### src/rtl/irap_regs.svh
`ifndef IRAP_REGS_SVH
`define IRAP_REGS_SVH

// byte addresses inside the configuration space
`define IRAP_ADDR_PWM_ONE 8'hC0
`define IRAP_ADDR_PWM_TWO 8'hC1
`define IRAP_ADDR_PWM_THREE 8'hC2
`define IRAP_ADDR_SW_DIS 8'hF4
`define IRAP_ADDR_CTL_CODE 8'hE9
// last byte of the lockable lower region, bits 1535..0
`define IRAP_LOCK_LAST 8'hBF
// reset values and the value returned by a blocked read
`define IRAP_PWM_RESET 8'h65
`define IRAP_SW_DIS_RESET 8'h00
`define IRAP_READ_BLOCKED 8'h00
// field positions
`define IRAP_SW0_BIT 0
`define IRAP_SW1_BIT 1
`define IRAP_BLOCK_ZERO 3'h0
// bits per byte on the wire
`define IRAP_BYTE_BITS 4'h8
`define IRAP_BIT_ZERO 4'h0
`define IRAP_BIT_ONE 4'h1
`define IRAP_PTR_ONE 11'h001

`endif

### src/rtl/irap_pkg.sv
package irap_pkg;

	typedef enum logic [3:0] {
		IRAP_IDLE = 4'h0,
		IRAP_CTRL = 4'h1,
		IRAP_ACK_CTRL = 4'h2,
		IRAP_WADDR = 4'h3,
		IRAP_ACK_WADDR = 4'h4,
		IRAP_WDATA = 4'h5,
		IRAP_ACK_WDATA = 4'h6,
		IRAP_RDATA = 4'h7,
		IRAP_RMACK = 4'h8
	} irap_state_t;

	typedef enum logic [2:0] {
		IRAP_UNLOCKED = 3'h0,
		IRAP_LOCK_RD_LOW = 3'h1,
		IRAP_LOCK_WR_LOW = 3'h2,
		IRAP_LOCK_WR_ALL = 3'h3,
		IRAP_LOCK_RW_LOW = 3'h4,
		IRAP_LOCK_RD_LOW_WR_ALL = 3'h5
	} irap_lock_t;

endpackage : irap_pkg

### src/rtl/irap_mem.sv
module irap_mem #(
	parameter int AW = 8,
	parameter int DW = 8
) (
	input wire logic clk_in,
	input wire logic wr_en_in,
	input wire logic [AW-1:0] wr_addr_in,
	input wire logic [DW-1:0] wr_data_in,
	input wire logic [AW-1:0] rd_addr_in,
	output logic [DW-1:0] rd_data_out
);

	logic [DW-1:0] mem [0:(1<<AW)-1];

	always_ff @(posedge clk_in)
	begin
		if (wr_en_in)
		begin
			mem[wr_addr_in] <= wr_data_in;
		end
	end

	// registered read port
	always_ff @(posedge clk_in)
	begin
		rd_data_out <= mem[rd_addr_in];
	end

endmodule : irap_mem

### src/rtl/irap_top.sv
`include "irap_regs.svh"

module irap_top #(
	parameter logic [3:0] CTRL_CODE_DEFAULT = 4'h8,
	parameter irap_pkg::irap_lock_t LOCK_OPTION = irap_pkg::IRAP_UNLOCKED
) (
	input wire logic core_clk_in,
	input wire logic sys_rst_in,
	input wire logic scl_in,
	input wire logic sda_in,
	output logic sda_out,
	output logic sda_oe_out,
	output logic [7:0] pwm_duty_led_one_out,
	output logic [7:0] pwm_duty_led_two_out,
	output logic [7:0] pwm_duty_led_three_out,
	output logic regulator_output_zero_disable_out,
	output logic regulator_output_one_disable_out
);

	////////////////////////////////////////////////////////////////////////////
	// lock decoding

	function automatic logic is_low(input logic [10:0] a);
		is_low = (a[10:8] == `IRAP_BLOCK_ZERO) && (a[7:0] <= `IRAP_LOCK_LAST);
	endfunction : is_low

	function automatic logic rd_blocked(input irap_pkg::irap_lock_t o, input logic [10:0] a);
		rd_blocked = is_low(a) && (o == irap_pkg::IRAP_LOCK_RD_LOW ||
			o == irap_pkg::IRAP_LOCK_RW_LOW || o == irap_pkg::IRAP_LOCK_RD_LOW_WR_ALL);
	endfunction : rd_blocked

	function automatic logic wr_blocked(input irap_pkg::irap_lock_t o, input logic [10:0] a);
		wr_blocked = (o == irap_pkg::IRAP_LOCK_WR_ALL) ||
			(o == irap_pkg::IRAP_LOCK_RD_LOW_WR_ALL) ||
			(is_low(a) && (o == irap_pkg::IRAP_LOCK_WR_LOW ||
			o == irap_pkg::IRAP_LOCK_RW_LOW));
	endfunction : wr_blocked

	////////////////////////////////////////////////////////////////////////////
	// pin synchronisers and bus events

	logic scl_m, scl_s, scl_d;
	logic sda_m, sda_s, sda_d;

	always_ff @(posedge core_clk_in)
	begin
		if (sys_rst_in)
		begin
			scl_m <= 1'h1;
			scl_s <= 1'h1;
			scl_d <= 1'h1;
			sda_m <= 1'h1;
			sda_s <= 1'h1;
			sda_d <= 1'h1;
		end
		else
		begin
			scl_m <= scl_in;
			scl_s <= scl_m;
			scl_d <= scl_s;
			sda_m <= sda_in;
			sda_s <= sda_m;
			sda_d <= sda_s;
		end
	end

	logic scl_rise, scl_fall, bus_start, bus_stop;

	assign scl_rise = scl_s && !scl_d;
	assign scl_fall = !scl_s && scl_d;
	assign bus_start = scl_s && scl_d && sda_d && !sda_s;
	assign bus_stop = scl_s && scl_d && !sda_d && sda_s;

	////////////////////////////////////////////////////////////////////////////
	// protocol state

	irap_pkg::irap_state_t st;
	logic [3:0] bit_cnt;
	logic [7:0] shreg;
	logic [2:0] blk;
	logic rw;
	logic drive_low;
	logic [10:0] ptr;
	logic [7:0] ctl_cfg;
	logic [7:0] rd_val;
	logic [7:0] mem_rd;
	logic byte_done, wr_fire, mem_we;

	assign byte_done = scl_fall && (bit_cnt == `IRAP_BYTE_BITS);
	assign wr_fire = byte_done && (st == irap_pkg::IRAP_WDATA);

	always_ff @(posedge core_clk_in)
	begin
		if (sys_rst_in)
		begin
			st <= irap_pkg::IRAP_IDLE;
			bit_cnt <= `IRAP_BIT_ZERO;
			shreg <= 8'h00;
			blk <= 3'h0;
			rw <= 1'h0;
			drive_low <= 1'h0;
		end
		else if (bus_start)
		begin
			// repeated start drops any write in progress, pointer untouched
			st <= irap_pkg::IRAP_CTRL;
			bit_cnt <= `IRAP_BIT_ZERO;
			drive_low <= 1'h0;
		end
		else if (bus_stop)
		begin
			st <= irap_pkg::IRAP_IDLE;
			drive_low <= 1'h0;
		end
		else
		begin
			unique case (st)
				irap_pkg::IRAP_IDLE:
				begin
					drive_low <= 1'h0;
				end
				irap_pkg::IRAP_CTRL, irap_pkg::IRAP_WADDR, irap_pkg::IRAP_WDATA:
				begin
					if (scl_rise)
					begin
						shreg <= {shreg[6:0], sda_s};
						bit_cnt <= bit_cnt + `IRAP_BIT_ONE;
					end
					else if (byte_done)
					begin
						bit_cnt <= `IRAP_BIT_ZERO;
						if (st == irap_pkg::IRAP_CTRL)
						begin
							if (shreg[7:4] == ctl_cfg[3:0])
							begin
								blk <= shreg[3:1];
								rw <= shreg[0];
								drive_low <= 1'h1;
								st <= irap_pkg::IRAP_ACK_CTRL;
							end
							else
							begin
								st <= irap_pkg::IRAP_IDLE;
							end
						end
						else if (st == irap_pkg::IRAP_WADDR)
						begin
							drive_low <= 1'h1;
							st <= irap_pkg::IRAP_ACK_WADDR;
						end
						else
						begin
							drive_low <= 1'h1;
							st <= irap_pkg::IRAP_ACK_WDATA;
						end
					end
				end
				irap_pkg::IRAP_ACK_CTRL:
				begin
					if (scl_fall)
					begin
						if (rw)
						begin
							// first data bit goes out as the acknowledge ends
							shreg <= {rd_val[6:0], 1'h0};
							drive_low <= !rd_val[7];
							st <= irap_pkg::IRAP_RDATA;
						end
						else
						begin
							drive_low <= 1'h0;
							st <= irap_pkg::IRAP_WADDR;
						end
					end
				end
				irap_pkg::IRAP_ACK_WADDR, irap_pkg::IRAP_ACK_WDATA:
				begin
					if (scl_fall)
					begin
						drive_low <= 1'h0;
						st <= irap_pkg::IRAP_WDATA;
					end
				end
				irap_pkg::IRAP_RDATA:
				begin
					if (scl_rise)
					begin
						bit_cnt <= bit_cnt + `IRAP_BIT_ONE;
					end
					else if (byte_done)
					begin
						bit_cnt <= `IRAP_BIT_ZERO;
						drive_low <= 1'h0;
						st <= irap_pkg::IRAP_RMACK;
					end
					else if (scl_fall)
					begin
						drive_low <= !shreg[7];
						shreg <= {shreg[6:0], 1'h0};
					end
				end
				irap_pkg::IRAP_RMACK:
				begin
					if (scl_rise)
					begin
						rw <= !sda_s;
					end
					else if (scl_fall)
					begin
						if (rw)
						begin
							shreg <= {rd_val[6:0], 1'h0};
							drive_low <= !rd_val[7];
							st <= irap_pkg::IRAP_RDATA;
						end
						else
						begin
							st <= irap_pkg::IRAP_IDLE;
						end
					end
				end
				default:
				begin
					st <= irap_pkg::IRAP_IDLE;
					drive_low <= 1'h0;
				end
			endcase
		end
	end

	////////////////////////////////////////////////////////////////////////////
	// address pointer

	always_ff @(posedge core_clk_in)
	begin
		if (sys_rst_in)
		begin
			ptr <= 11'h000;
		end
		else if (byte_done && st == irap_pkg::IRAP_WADDR)
		begin
			ptr <= {blk, shreg};
		end
		else if (scl_fall && (st == irap_pkg::IRAP_ACK_WDATA || byte_done &&
			st == irap_pkg::IRAP_RDATA))
		begin
			ptr <= ptr + `IRAP_PTR_ONE;
		end
	end

	////////////////////////////////////////////////////////////////////////////
	// control registers

	logic wr_ok;

	assign wr_ok = wr_fire && !wr_blocked(LOCK_OPTION, ptr) && (ptr[10:8] == `IRAP_BLOCK_ZERO);

	always_ff @(posedge core_clk_in)
	begin
		if (sys_rst_in)
		begin
			pwm_duty_led_one_out <= `IRAP_PWM_RESET;
			pwm_duty_led_two_out <= `IRAP_PWM_RESET;
			pwm_duty_led_three_out <= `IRAP_PWM_RESET;
			ctl_cfg <= {4'h0, CTRL_CODE_DEFAULT};
		end
		else if (wr_ok)
		begin
			unique case (ptr[7:0])
				`IRAP_ADDR_PWM_ONE: pwm_duty_led_one_out <= shreg;
				`IRAP_ADDR_PWM_TWO: pwm_duty_led_two_out <= shreg;
				`IRAP_ADDR_PWM_THREE: pwm_duty_led_three_out <= shreg;
				`IRAP_ADDR_CTL_CODE: ctl_cfg <= shreg;
				default: ctl_cfg <= ctl_cfg;
			endcase
		end
	end

	logic [7:0] sw_dis;

	always_ff @(posedge core_clk_in)
	begin
		if (sys_rst_in)
		begin
			sw_dis <= `IRAP_SW_DIS_RESET;
		end
		else if (wr_ok && ptr[7:0] == `IRAP_ADDR_SW_DIS)
		begin
			sw_dis <= shreg;
		end
	end

	assign regulator_output_zero_disable_out = sw_dis[`IRAP_SW0_BIT];
	assign regulator_output_one_disable_out = sw_dis[`IRAP_SW1_BIT];

	assign mem_we = wr_ok;

	irap_mem #(
		.AW(8),
		.DW(8)
	) u_mem (
		.clk_in(core_clk_in),
		.wr_en_in(mem_we),
		.wr_addr_in(ptr[7:0]),
		.wr_data_in(shreg),
		.rd_addr_in(ptr[7:0]),
		.rd_data_out(mem_rd)
	);

	always_comb
	begin
		if (ptr[10:8] != `IRAP_BLOCK_ZERO || rd_blocked(LOCK_OPTION, ptr))
		begin
			rd_val = `IRAP_READ_BLOCKED;
		end
		else
		begin
			unique case (ptr[7:0])
				`IRAP_ADDR_PWM_ONE: rd_val = pwm_duty_led_one_out;
				`IRAP_ADDR_PWM_TWO: rd_val = pwm_duty_led_two_out;
				`IRAP_ADDR_PWM_THREE: rd_val = pwm_duty_led_three_out;
				`IRAP_ADDR_SW_DIS: rd_val = sw_dis;
				`IRAP_ADDR_CTL_CODE: rd_val = ctl_cfg;
				default: rd_val = mem_rd;
			endcase
		end
	end

	// open drain: only ever pulls low
	assign sda_out = 1'h0;
	assign sda_oe_out = drive_low;

endmodule : irap_top

### config.mk
export PLATFORM = sky130hd
export DESIGN_NAME = irap_top
export DESIGN_NICKNAME = d
export VERILOG_FILES = /design/src/rtl/irap_pkg.sv /design/src/rtl/irap_mem.sv /design/src/rtl/irap_top.sv
export VERILOG_INCLUDE_DIRS = /design/src /design/src/rtl
export SDC_FILE = /design/constraint.sdc
export NUM_CORES = 2
export LEC_CHECK = 0
export ABC_AREA = 1
export ABC_CLOCK_PERIOD_IN_PS = 13900
export BUFFER_PORTS_ARGS = -buffer_cell sky130_fd_sc_hd__buf_2
export CAP_MARGIN = 15
export CORE_MARGIN = 4
export CORE_UTILIZATION = 40
export CTS_BUF_LIST = sky130_fd_sc_hd__clkbuf_8
export DETAILED_ROUTE_END_ITERATION = 16
export HOLD_SLACK_MARGIN = 0.1
export PLACE_DENSITY = 0.62
export RECOVER_POWER = 100
export SYNTH_ARGS = -nofsm -noshare
export SYNTH_HDL_FRONTEND = slang
export SYNTH_SLANG_ARGS = --single-unit
### constraint.sdc
create_clock -name core_clk_in -period 13.9 [get_ports core_clk_in]
set_clock_uncertainty 0.1 [all_clocks]
set_input_delay 1.39 -clock core_clk_in [delete_from_list [all_inputs] [get_ports core_clk_in]]
set_output_delay 1.39 -clock core_clk_in [all_outputs]
set_load 0.01 [all_outputs]
==> results.sh <==
export IMPL_cts_buffers=359
export IMPL_fmax_ghz=0.1088
export IMPL_syn_instance_count=7818
export IMPL_grt_pass1_wl_um=372500
export IMPL_postRouteWirelength_um=251400
export IMPL_yosysUniqueCellTypes=40
export IMPL_synth_ff_type="edfxtp_1"
export IMPL_synth_common_cells="edfxtp_1 (2048), nor2_1 (1882), nand2_1 (1537), o21ai_0 (990), inv_1 (220)"
export IMPL_internal_power_mw=10.45
export IMPL_cts_tree="yes"
export IMPL_grt_usage=0.2177
export IMPL_io_pins=32
export IMPL_synth_edff_count=2048
export IMPL_switchingPower_mw=3.372
export IMPL_status="finished with violations"
export IMPL_worstMarginPinSlew_ps=4706
export IMPL_cts_max_level=5
export IMPL_rows=171
export IMPL_core_um2=217400
export IMPL_cts_sinks=2134
export IMPL_yosysWarnings=0
export IMPL_gp_congestion=0.8786
export IMPL_post_cts_buffers=0
export IMPL_drcViolationCount=0
export IMPL_seqPwrFrac=0.577
export IMPL_peakVddDrop_v=0.0001156
export IMPL_viasPerCell=5.434
export IMPL_antenna_found_initial=9
export IMPL_drv_slew=2462
export IMPL_slew_headroom=-2.137
export IMPL_crit_path_end_kind="register"
export IMPL_clkPwrFrac=0.366
export IMPL_ctsResizeCount=0
export IMPL_dr_pass1_iters=7
export IMPL_p_comb_frac=0.057
export IMPL_fin_nets=7864
export IMPL_p_sw_frac=0.2440
export IMPL_dp_cells=10346
export IMPL_cap_violations=51
export IMPL_syn_area_um2=87520
export IMPL_hold_class="register to register"
export IMPL_synth_area_leaders="edfxtp_1 (70%), nor2_1 (8.1%), nand2_1 (6.6%), o21ai_0 (5.7%), dfxtp_1 (2.0%)"
export IMPL_finalHoldViolations=0
export IMPL_criticalPathCategory="register to register"
export IMPL_synthesis_nets=7828
export IMPL_wl_per_cell_um=22.89
export IMPL_area_growth_pct=9.603
export IMPL_setup_violations=0
export IMPL_synth_seq_area_share=0.7224
export IMPL_nFillCells=20204
export IMPL_power_density_nw_per_um2=144.1
export IMPL_fin_crit_sh=0.6611
export IMPL_holdPathStages=1
export IMPL_numPortBuffers=30
export IMPL_avgSynthCellArea_um2=11.19
export IMPL_rr_worst_depth=2
export IMPL_finalCriticalPeriod_ps=9189
export IMPL_root_buffer="clkbuf_8"
export IMPL_dieArea_um2=226300
export IMPL_violations="max-capacitance violations, max-slew violations"
export IMPL_synth_top_cell_by_area="edfxtp_1"
export IMPL_synth_seq_cells=2134
export IMPL_fin_cells=10985
export IMPL_arrival_ps=9290
export IMPL_drtAntennaViolNets=0
export IMPL_synth_top_area_frac=0.7027
export IMPL_worstPathRequired_ps=14000
export IMPL_routed_via_count=59694
export IMPL_initial_core_util=0.4026
export IMPL_cp_max_fo=85
export IMPL_dp_hpwl_um=140500
export IMPL_rsz0062_at_grt="no"
export IMPL_grt_max_degree=193
export IMPL_drive_above_1_share=0.06147
export IMPL_cts_path_max_buffers=4
export IMPL_synth_most_common_cell="edfxtp_1"
export IMPL_die_w_um=475.8
export IMPL_die_y_um=475.8
export IMPL_grt_pass1_vias=56757
export IMPL_setup_tns_ps=0
export IMPL_first_iter_violations=6847
export IMPL_crit_path_start_kind="register"
export IMPL_async_flop_share=0
export IMPL_leakage_nw=34.46
export IMPL_clock_latency_ps=1070
export IMPL_gr_total_overflow=0
export IMPL_cts_hold_buffers=0
export IMPL_whs_ps=307.3
export IMPL_clk_pin_slew_worst_paths_ps=70
## final timing paths
kind / endpoint / slack, ps / from
setup / recovery: u_mem.mem[36][0] / 4710 / shreg[0]
hold / removal: sda_s / 310 / sda_m
setup reg to reg: u_mem.mem[36][0] / 4710 / shreg[0]
hold reg to reg: sda_s / 310 / sda_m
## power groups by stage
| stage | Clock (mW) | Combinational [mW] | Sequential, mW |
|---|---|---|---|
| 2_1_floorplan | 0 | 0.0834 | 8.33 |
| 3_3_place_gp | 0 | 0.775 | 8.00 |
| 3_5_place_dp | 0 | 0.798 | 8.01 |
| 4_1_cts | 5.12 | 0.797 | 7.87 |
| 5_1_grt | 5.44 | 0.835 | 7.99 |
| 6_report | 5.05 | 0.786 | 7.98 |
## routing by layer
layer  GRT usage  routed length [um]  up-vias
met5           0                  32        -
met4     0.08778                9882        6
met3     0.04972               25320      558
met2      0.3348              114100     3063
met1      0.2998              102100    29043
li1            -                   -    27024
## cell type report
cell class              count  area, um2  area share
clock buffers             377       5189     0.05409
diodes                     13      32.53   0.0003391
well taps                2854       3571     0.03723
clock inverters           248       1124     0.01171
flip-flops and latches   2134      63220      0.6591
repair buffers            131      758.2    0.007905
multi-input cells        4999      21140      0.2204
inverters                 229      884.6    0.009222
## state kept, by name (all words and copies together), names as in the netlist, 8 cells and up
name / count
ctl_cfg: 8
ptr: 11
pwm_duty_led_one_out: 8
pwm_duty_led_three_out: 8
pwm_duty_led_two_out: 8
shreg: 8
sw_dis: 8
u_mem.mem: 2048
u_mem.rd_data_out: 8
## cell usage in the layout, fill, tap and decap left out, types with 10 or more instances in the layout
master and count:
xor2_1 10, nand3_1 70, nand2_1 1543, a31oi_1 10
o22ai_1 125, buf_4 51, clkinv_2 28, dfxtp_1 85
nand4_1 29, clkbuf_8 377, edfxtp_1 2048, a21oi_1 81
inv_1 337, clkbuf_1 73, diode_2 13, o211ai_1 10
nor2_1 1881, clkinv_1 96, o21ai_1 198, o21ai_0 992
## worst max-delay path: stages, from the launching register on
cell and delay [ps]:
dfxtp_1 2250, clkbuf_1 2780, clkbuf_1 3050
## logic make-up (layout without fill, tap and decap cells)
logic type / count (synthesis) / after routing / share of synthesized area
buffers and inverters: 685 / 985 / 0.03570
AND/OR/NAND/NOR: 3557 / 3557 / 0.1560
adder cells (fa/ha/maj): 6 / 6 / 0.0008578
other: 1 / 14 / 0.00004285
XOR/XNOR: 10 / 10 / 0.001001
AO/OA/AOI/OAI: 1425 / 1425 / 0.08405
flip-flops: 2134 / 2134 / 0.7224
## through the flow
step | power [mW] | setup slack, ps | utilization | instance area, um2
after floorplan | 8.417 | 8880 | - | 87520
after global placement | 8.772 | 8828 | 0.4134 | 89860
after detailed placement | 8.804 | 8758 | 0.4136 | 89900
after CTS | 13.79 | 8770 | 0.4426 | 96210
after global routing | 14.26 | 4400 | 0.4412 | 95900
final | 13.82 | 4711 | 0.4413 | 95920
Note: power is estimated with default switching activity, not from simulation.
